### src/dpr_ctl_regs.vh
// timing constants for the dual-port memory driver
`ifndef DPR_CTL_REGS_VH
`define DPR_CTL_REGS_VH
`define DPR_CLK_PERIOD_NS   40
// least read cycle, write pulse, setup and hold, in ns
`define DPR_READ_CYCLE_NS   40
`define DPR_WRITE_PULSE_NS  40
`define DPR_SETUP_NS        40
`define DPR_HOLD_NS         40
`define DPR_CYC_UP(ns) (((ns) + `DPR_CLK_PERIOD_NS - 1) / `DPR_CLK_PERIOD_NS)
`define DPR_READ_CYCLES   `DPR_CYC_UP(`DPR_READ_CYCLE_NS)
`define DPR_WRITE_CYCLES  `DPR_CYC_UP(`DPR_WRITE_PULSE_NS)
`define DPR_SETUP_CYCLES  `DPR_CYC_UP(`DPR_SETUP_NS)
`define DPR_HOLD_CYCLES   `DPR_CYC_UP(`DPR_HOLD_NS)
`endif

### src/dpr_ctl.v
// host-side driver for both ports of an asynchronous dual-port memory
`timescale 1ns/1ps
`default_nettype none
`include "dpr_ctl_regs.vh"
module dpr_ctl #(
   parameter DATA_W    = 8,  // word width, 1 to 144
   parameter ADDR_W    = 8,  // address width, 3 to 14
   parameter SLEEP_VAR = 0   // 1 drives the sleep variant pins
)(
   input  wire              clk,                   // 25 MHz clock
   input  wire              rst_n,                 // async reset
   input  wire [1:0]        req_valid,             // per port request
   input  wire [1:0]        req_write,             // 1 write, 0 read
   input  wire [2*ADDR_W-1:0] req_addr,            // {b,a} address
   input  wire [2*DATA_W-1:0] req_wdata,           // {b,a} write data
   output wire [1:0]        req_ready,             // idle, accepts
   output wire [1:0]        rsp_valid,             // read data pulse
   output wire [2*DATA_W-1:0] rsp_rdata,           // {b,a} read data
   output wire [1:0]        collision,             // refused collide
   output reg  [ADDR_W-1:0] port_a_addr,           // memory a address
   output reg  [DATA_W-1:0] port_a_write_data,     // memory a data in
   input  wire [DATA_W-1:0] port_a_read_data,      // memory a data out
   output reg               port_a_select_n,       // a select
   output reg               port_a_write_strobe_n, // a write strobe
   output reg               port_a_output_gate_n,  // a output gate
   output reg               port_a_sleep,          // a sleep
   output reg  [ADDR_W-1:0] port_b_addr,           // memory b address
   output reg  [DATA_W-1:0] port_b_write_data,     // memory b data in
   input  wire [DATA_W-1:0] port_b_read_data,      // memory b data out
   output reg               port_b_select_n,       // b select
   output reg               port_b_write_strobe_n, // b write strobe
   output reg               port_b_output_gate_n,  // b output gate
   output reg               port_b_sleep            // b sleep
);
   localparam integer RD_CYC_I = `DPR_READ_CYCLES;
   localparam integer WR_CYC_I = `DPR_WRITE_CYCLES;
   localparam integer SU_CYC_I = `DPR_SETUP_CYCLES;
   localparam integer HD_CYC_I = `DPR_HOLD_CYCLES;
   localparam [7:0]   RD_CYC   = RD_CYC_I[7:0];
   localparam [7:0]   WR_CYC   = WR_CYC_I[7:0];
   localparam [7:0]   SU_CYC   = SU_CYC_I[7:0];
   localparam [7:0]   HD_CYC   = HD_CYC_I[7:0];

   localparam [2:0]   ST_IDLE   = 3'h0;
   localparam [2:0]   ST_SETUP  = 3'h1;
   localparam [2:0]   ST_STROBE = 3'h2;
   localparam [2:0]   ST_HOLD   = 3'h3;
   localparam [2:0]   ST_READ   = 3'h4;

   reg rst_s1;
   reg rst_s2;
   always @(posedge clk or negedge rst_n)
   begin
      if (!rst_n)
      begin
         rst_s1 <= 1'b0;
         rst_s2 <= 1'b0;
      end
      else
      begin
         rst_s1 <= 1'b1;
         rst_s2 <= rst_s1;
      end
   end

   // per-port state lives in the generate block; these gather it up
   wire [1:0]          busy_wr;    // port has a write under way
   wire [2*ADDR_W-1:0] cur_addr;   // {b,a} latched address
   wire [2*DATA_W-1:0] cur_wdat;   // {b,a} latched write data
   wire [1:0]          strobe_lo;  // strobe wanted low
   wire [1:0]          sel_n;      // select wanted, active low
   wire [ADDR_W-1:0]   req_addr_a;
   wire [ADDR_W-1:0]   req_addr_b;
   wire [1:0]          take_wr;    // write offered to an idle port
   wire [1:0]          clash;

   assign req_addr_a = req_addr[ADDR_W-1:0];
   assign req_addr_b = req_addr[2*ADDR_W-1:ADDR_W];
   assign take_wr    = req_valid & req_ready & req_write;

   // a new write to the address of a write under way on the other port collides
   assign clash[0] = take_wr[0] && busy_wr[1]
                     && cur_addr[2*ADDR_W-1:ADDR_W] == req_addr_a;
   // port a wins when both ports take a write to one address together
   assign clash[1] = take_wr[1]
                     && ((busy_wr[0] && cur_addr[ADDR_W-1:0] == req_addr_b)
                     || (take_wr[0] && !clash[0]
                         && req_addr_a == req_addr_b));

   genvar p;
   generate
      for (p = 0; p < 2; p = p + 1)
      begin : g_port
         reg  [2:0]        state;
         reg  [7:0]        cnt;
         reg               wr;
         reg  [ADDR_W-1:0] addr;
         reg  [DATA_W-1:0] wdat;
         reg               stb_lo;
         reg               hold_sel_n;
         reg               ready;
         reg               rvalid;
         reg               refused;
         reg  [DATA_W-1:0] rdata;
         wire [DATA_W-1:0] mem_rd;

         assign mem_rd = (p == 0) ? port_a_read_data : port_b_read_data;
         assign busy_wr[p]                    = (state != ST_IDLE) && wr;
         assign cur_addr[p*ADDR_W +: ADDR_W]  = addr;
         assign cur_wdat[p*DATA_W +: DATA_W]  = wdat;
         assign strobe_lo[p]                  = stb_lo;
         assign sel_n[p]                      = hold_sel_n;
         assign req_ready[p]                  = ready;
         assign rsp_valid[p]                  = rvalid;
         assign collision[p]                  = refused;
         assign rsp_rdata[p*DATA_W +: DATA_W] = rdata;

         always @(posedge clk or negedge rst_s2)
         begin
            if (!rst_s2)
            begin
               state      <= ST_IDLE;
               cnt        <= 8'h00;
               wr         <= 1'b0;
               addr       <= {ADDR_W{1'b0}};
               wdat       <= {DATA_W{1'b0}};
               stb_lo     <= 1'b0;
               hold_sel_n <= 1'b1;
               ready      <= 1'b0;
               rvalid     <= 1'b0;
               refused    <= 1'b0;
               rdata      <= {DATA_W{1'b0}};
            end
            else
            begin
               rvalid  <= 1'b0;
               refused <= 1'b0;
               case (state)
                  ST_IDLE:
                  begin
                     ready      <= 1'b1;
                     hold_sel_n <= 1'b1;
                     if (req_valid[p] && ready)
                     begin
                        ready <= 1'b0;
                        if (clash[p])
                           refused <= 1'b1;
                        else
                        begin
                           // address and data latched once, held stable
                           addr <= req_addr[p*ADDR_W +: ADDR_W];
                           wdat <= req_wdata[p*DATA_W +: DATA_W];
                           wr         <= req_write[p];
                           hold_sel_n <= 1'b0;
                           cnt        <= 8'h00;
                           state      <= req_write[p] ? ST_SETUP : ST_READ;
                        end
                     end
                  end
                  ST_READ:
                  begin
                     cnt <= cnt + 8'h01;
                     if (cnt >= RD_CYC)
                     begin
                        rdata  <= mem_rd;
                        rvalid <= 1'b1;
                        state  <= ST_IDLE;
                     end
                  end
                  ST_SETUP:
                  begin
                     cnt <= cnt + 8'h01;
                     if (cnt + 8'h01 >= SU_CYC)
                     begin
                        cnt    <= 8'h00;
                        stb_lo <= 1'b1;
                        state  <= ST_STROBE;
                     end
                  end
                  ST_STROBE:
                  begin
                     cnt <= cnt + 8'h01;
                     if (cnt + 8'h01 >= WR_CYC)
                     begin
                        cnt    <= 8'h00;
                        stb_lo <= 1'b0;
                        state  <= ST_HOLD;
                     end
                  end
                  ST_HOLD:
                  begin
                     cnt <= cnt + 8'h01;
                     if (cnt + 8'h01 >= HD_CYC)
                        state <= ST_IDLE;
                  end
                  default:
                     state <= ST_IDLE;
               endcase
            end
         end
      end
   endgenerate

   // pin registers; select and sleep never drop mid-write, avoiding
   always @(posedge clk or negedge rst_s2)
   begin
      if (!rst_s2)
      begin
         port_a_addr           <= {ADDR_W{1'b0}};
         port_a_write_data     <= {DATA_W{1'b0}};
         port_a_select_n       <= 1'b1;
         port_a_write_strobe_n <= 1'b1;
         port_a_output_gate_n  <= 1'b1;
         port_a_sleep          <= 1'b0;
         port_b_addr           <= {ADDR_W{1'b0}};
         port_b_write_data     <= {DATA_W{1'b0}};
         port_b_select_n       <= 1'b1;
         port_b_write_strobe_n <= 1'b1;
         port_b_output_gate_n  <= 1'b1;
         port_b_sleep          <= 1'b0;
      end
      else
      begin
         port_a_addr           <= cur_addr[ADDR_W-1:0];
         port_a_write_data     <= cur_wdat[DATA_W-1:0];
         port_a_write_strobe_n <= ~strobe_lo[0];
         port_a_select_n       <= SLEEP_VAR ? 1'b1 : sel_n[0];
         port_a_output_gate_n  <= SLEEP_VAR ? 1'b1 : sel_n[0];
         port_a_sleep          <= SLEEP_VAR ? sel_n[0] : 1'b0;
         port_b_addr           <= cur_addr[2*ADDR_W-1:ADDR_W];
         port_b_write_data     <= cur_wdat[2*DATA_W-1:DATA_W];
         port_b_write_strobe_n <= ~strobe_lo[1];
         port_b_select_n       <= SLEEP_VAR ? 1'b1 : sel_n[1];
         port_b_output_gate_n  <= SLEEP_VAR ? 1'b1 : sel_n[1];
         port_b_sleep          <= SLEEP_VAR ? sel_n[1] : 1'b0;
      end
   end
endmodule
`default_nettype wire

### config.mk
export PLATFORM = sky130hd
export DESIGN_NAME = dpr_ctl
export DESIGN_NICKNAME = d
export VERILOG_FILES = /design/src/dpr_ctl.v
export VERILOG_INCLUDE_DIRS = /design/src /design/src/src
export SDC_FILE = /design/constraint.sdc
export NUM_CORES = 1
export LEC_CHECK = 0
export ABC_AREA = 1
export BUFFER_PORTS_ARGS = -buffer_cell sky130_fd_sc_hd__buf_2
export CAP_MARGIN = 10
export CORE_MARGIN = 2
export CORE_UTILIZATION = 30
export CTS_BUF_LIST = sky130_fd_sc_hd__clkbuf_4
export CTS_CLUSTER_DIAMETER = 200
export DETAILED_ROUTE_END_ITERATION = 10
export PLACE_DENSITY = 0.53
export SYNTH_ARGS = -nofsm -noshare
export SYNTH_HDL_FRONTEND = slang
export SYNTH_SLANG_ARGS = --single-unit
### constraint.sdc
create_clock -name clk -period 8.44 [get_ports clk]
set_input_delay 0 -clock clk [delete_from_list [all_inputs] [get_ports clk]]
set_output_delay 0 -clock clk [all_outputs]
set_load 0.01 [all_outputs]
==> flow_summary_export.csv <==
group,metric,value,unit
setup_path,cp-end-kind,"flip-flop",
sta,setup_violations,0,
final_layout,final_cells,1054,
clocking,numClockSinks,120,
clocking,clk_pin_slew,0.12,ns
global_routing,grt_pass1_wl,21130,um
die,row_count,48,
setup_path,start_kind,"flip-flop",
drt,first_pass_iters,4,
final_layout,multiInputGateArea,1971,um2
sta,maxSlewHeadroom,36.53,%
power,comb_power_share,32.0,%
setup_path,crit_slowest_cell,"nor2_2",
setup_path,path_max_fanout,18,
synthesis,yosys.area.top_type,"dfrtp_1",
job,maxCapViolCount,0,
clocking,cts_setup_buffers,0,
drt,vias,4489,
clocking,cts_made_buffers,17,
min_path,hold_path.class,"input port to flip-flop",
power,p_per_area,299.9,nW/um2
setup_path,path_cells,"nor2_2 -> nand2_4 -> nor2_2 -> nand2_4 -> nand2_1 -> nand2_1",
clocking,cts_tree,"built",
synthesis,synth_commonest_cells,"nand2_1 (255), dfrtp_1 (114), inv_1 (63)",
die,start_util,30.80,%
synthesis,synth.top_cell.area_share,53.17,%
die,die_area,18970,um2
power,cellLeakagePower,3.753,nW
power,p_sw_share,37.44,%
drt,ant_nets,0,
synthesis,synth-edff-count,0,
placement,place_hpwl,8980,um
global_routing,grt_pass1_vias,4227,
placement,post_dp_cell_area,6113,um2
synthesis,synth-seq-area-share,56.11,%
global_routing,antenna_found_initial,1,
power,irDropWorstVdd,121.4,uV
clocking,clockBufferDepth,2,
global_routing,grt_max_degree,62,
setup_path,slowest_delay,0.74,ns
power,clockPowerShare,22.2,%
synthesis,syn-cell-area,5365,um2
sta,fmax,470.2,MHz
setup_path,crit_start,"g_port[1].state[1]",
setup_path,setup.worst_path.class,"flip-flop to flip-flop",
synthesis,syn_area_per_cell,8.344,um2
sta,tightest_slew,0.9510,ns
synthesis,ys_ff_latch,120,
synthesis,yosys_warnings,0,
sta,grt_setup_unrepaired,"false",
sta,skew,0.02088,ns
setup_path,required,8.87,ns
sta,tns,0,ns
power,power.internal,1.310,mW
synthesis,synth_cell_type_count,32,
clocking,clockRootBuffer,"clkbuf_4",
clocking,ctsHtreeMaxLevel,4,
synthesis,synth-main-ff-cell,"dfrtp_1",
final_layout,seqCellArea,3014,um2
placement,io_buffers,113,
sta,min_period,2.127,ns
final_layout,fin_area,6982,um2
drt,drt-vias-per-instance,4.259,
synthesis,synth_most_common_cell,"nand2_1",
clocking,insertion_delay,0.53,ns
synthesis,synth_area_leaders,"dfrtp_1 (53%), nand2_1 (18%), inv_1 (4.4%), nand3_1 (4.0%), nor2_1 (3.4%)",
setup_path,reg2reg_from,"g_port[1].state[1]",
drt,drc_errors,0,
final_layout,fillers,1802,
synthesis,synthCells,643,
status,status,"complete, no violations",
setup_path,cp.arrival,2.56,ns
synthesis,async_flop_share,100.0,%
sta,finalHoldViolCount,0,
final_layout,layout-drive-gt1-share,20.77,%
placement,gp_congestion,0.8488,
min_path,hold_start,"port_a_read_data[6]",
power,power.share.sequential,45.7,%
placement,placedCellCount,967,
power,p_switching,0.7839,mW
die,fp.dieH,137.7,um
die,dieWidth,137.7,um
final_layout,area_delta_synth_final,30.13,%
global_routing,grt_overflow,0,
drt,drt-total-wl,13000,um
drt,avgRoutedWirePerCell,12.33,um
global_routing,track_usage,14.67,%
drt,drtIter0Drc,275,
sta,min_period_over_period,25.20,%
final_layout,layout.nets,877,
sta,maxSlewViolCount,0,
die,io_pins,116,
die,core,17420,um2
power by group through the flow:
stage | clock (mW) | sequential [mW] | combinational (mW)
after floorplan | 0 | 1.00 | 0.377
after CTS | 0.487 | 0.959 | 0.683
final | 0.466 | 0.957 | 0.671
after global placement | 0 | 0.971 | 0.654
after global routing | 0.514 | 0.987 | 0.771
after detailed placement | 0 | 0.966 | 0.662
sequential cells by signal (all words and copies together) (netlist names), 2 cells and up:
| register | count |
|---|---|
| g_port.addr | 16 |
| g_port.stb_lo | 2 |
| g_port.rdata | 16 |
| port_a_write_data | 8 |
| g_port.rvalid | 2 |
| port_a_addr | 8 |
| g_port.state | 6 |
| port_b_addr | 8 |
| g_port.cnt | 16 |
| g_port.refused | 2 |
| g_port.wdat | 16 |
| g_port.hold_sel_n | 2 |
| g_port.wr | 2 |
| port_b_write_data | 8 |
| g_port.ready | 2 |
stage by stage:
| step | total power [mW] | hold WS (ns) | utilization (%) | setup slack [ns] |
|---|---|---|---|---|
| 6_report | 2.094 | 0.1881 | 40.09 | 6.313 |
| 5_1_grt | 2.272 | 0.1243 | 40.09 | 6.054 |
| 4_1_cts | 2.129 | 0.1251 | 40.07 | 6.298 |
| 3_5_place_dp | 1.628 | -0.2096 | 35.10 | 6.305 |
| 3_3_place_gp | 1.625 | -0.2119 | 35.10 | 6.372 |
| 2_1_floorplan | 1.377 | -0.2956 | - | 4.860 |
worst max-delay path, delay by kind of cell, from the launching register on:
family,cells,cell delay [ns]
and+or+nand+nor,6,1.57
DFF,1,0.44
metal layers:
metal | vias up | routed length, um | GRT usage (%)
met4 | 0 | 140 | 5.215
met2 | 94 | 6277 | 23.16
met3 | 11 | 495 | 4.378
met5 | - | 0 | 0
met1 | 2043 | 6083 | 19.14
li1 | 2341 | - | -
final cells by class:
type,count,share of cell area [%]
sequential,120,43.17
multi-input combinational,435,28.23
timing repair buffer,168,15.95
tap,225,4.032
inverter,73,3.925
clock inverter,15,2.832
clock buffer,17,1.828
antenna,1,0.03584
path summary, 6_finish.rpt:
path	cells past startpoint	slack (ns)	end
worst max-delay path	6	6.31	g_port[1].addr[0]
worst max register to register	6	6.31	g_port[1].addr[0]
max in group asynchronous	1	6.79	g_port[1].cnt[7]
worst min register to register	0	0.36	rst_s2
worst min-delay path	4	0.19	g_port[0].rdata[6]
min in group asynchronous	3	0.32	rst_s2
layout by cell type (no fill, tap or decap), drive strengths merged:
cell / count
xnor2: 5
dfstp: 6
or2: 1
nand3: 46
dfrtp: 114
diode: 1
xor2: 6
clkinvlp: 2
nor2: 53
bufinv: 4
ha: 8
nand3b: 2
inv: 75
o22ai: 3
and3: 1
nand2: 259
conb: 3
clkinv: 7
clkbuf: 17
nor4: 2
nor3b: 1
o211ai: 1
dlygate4sd3: 54
o21ai: 20
a21oi: 3
nor3: 8
buf: 114
nand4: 12
a211oi: 1
kinds of logic after synthesis:
group | count (synthesis) | share of synthesized area [%]
simple gates | 385 | 30.08
buf+inv | 89 | 7.229
xor+xnor | 11 | 1.796
fa+ha+maj | 8 | 1.866
flops | 120 | 56.11
other cells | 2 | 0.1400
compound gates | 28 | 2.775
timing repair:
item,4_1_cts,5_1_grt
hold buffers,54,0
resized for setup,0,0
endpoints found under the hold margin,60,0
Note: power is estimated with default switching activity, not from simulation.
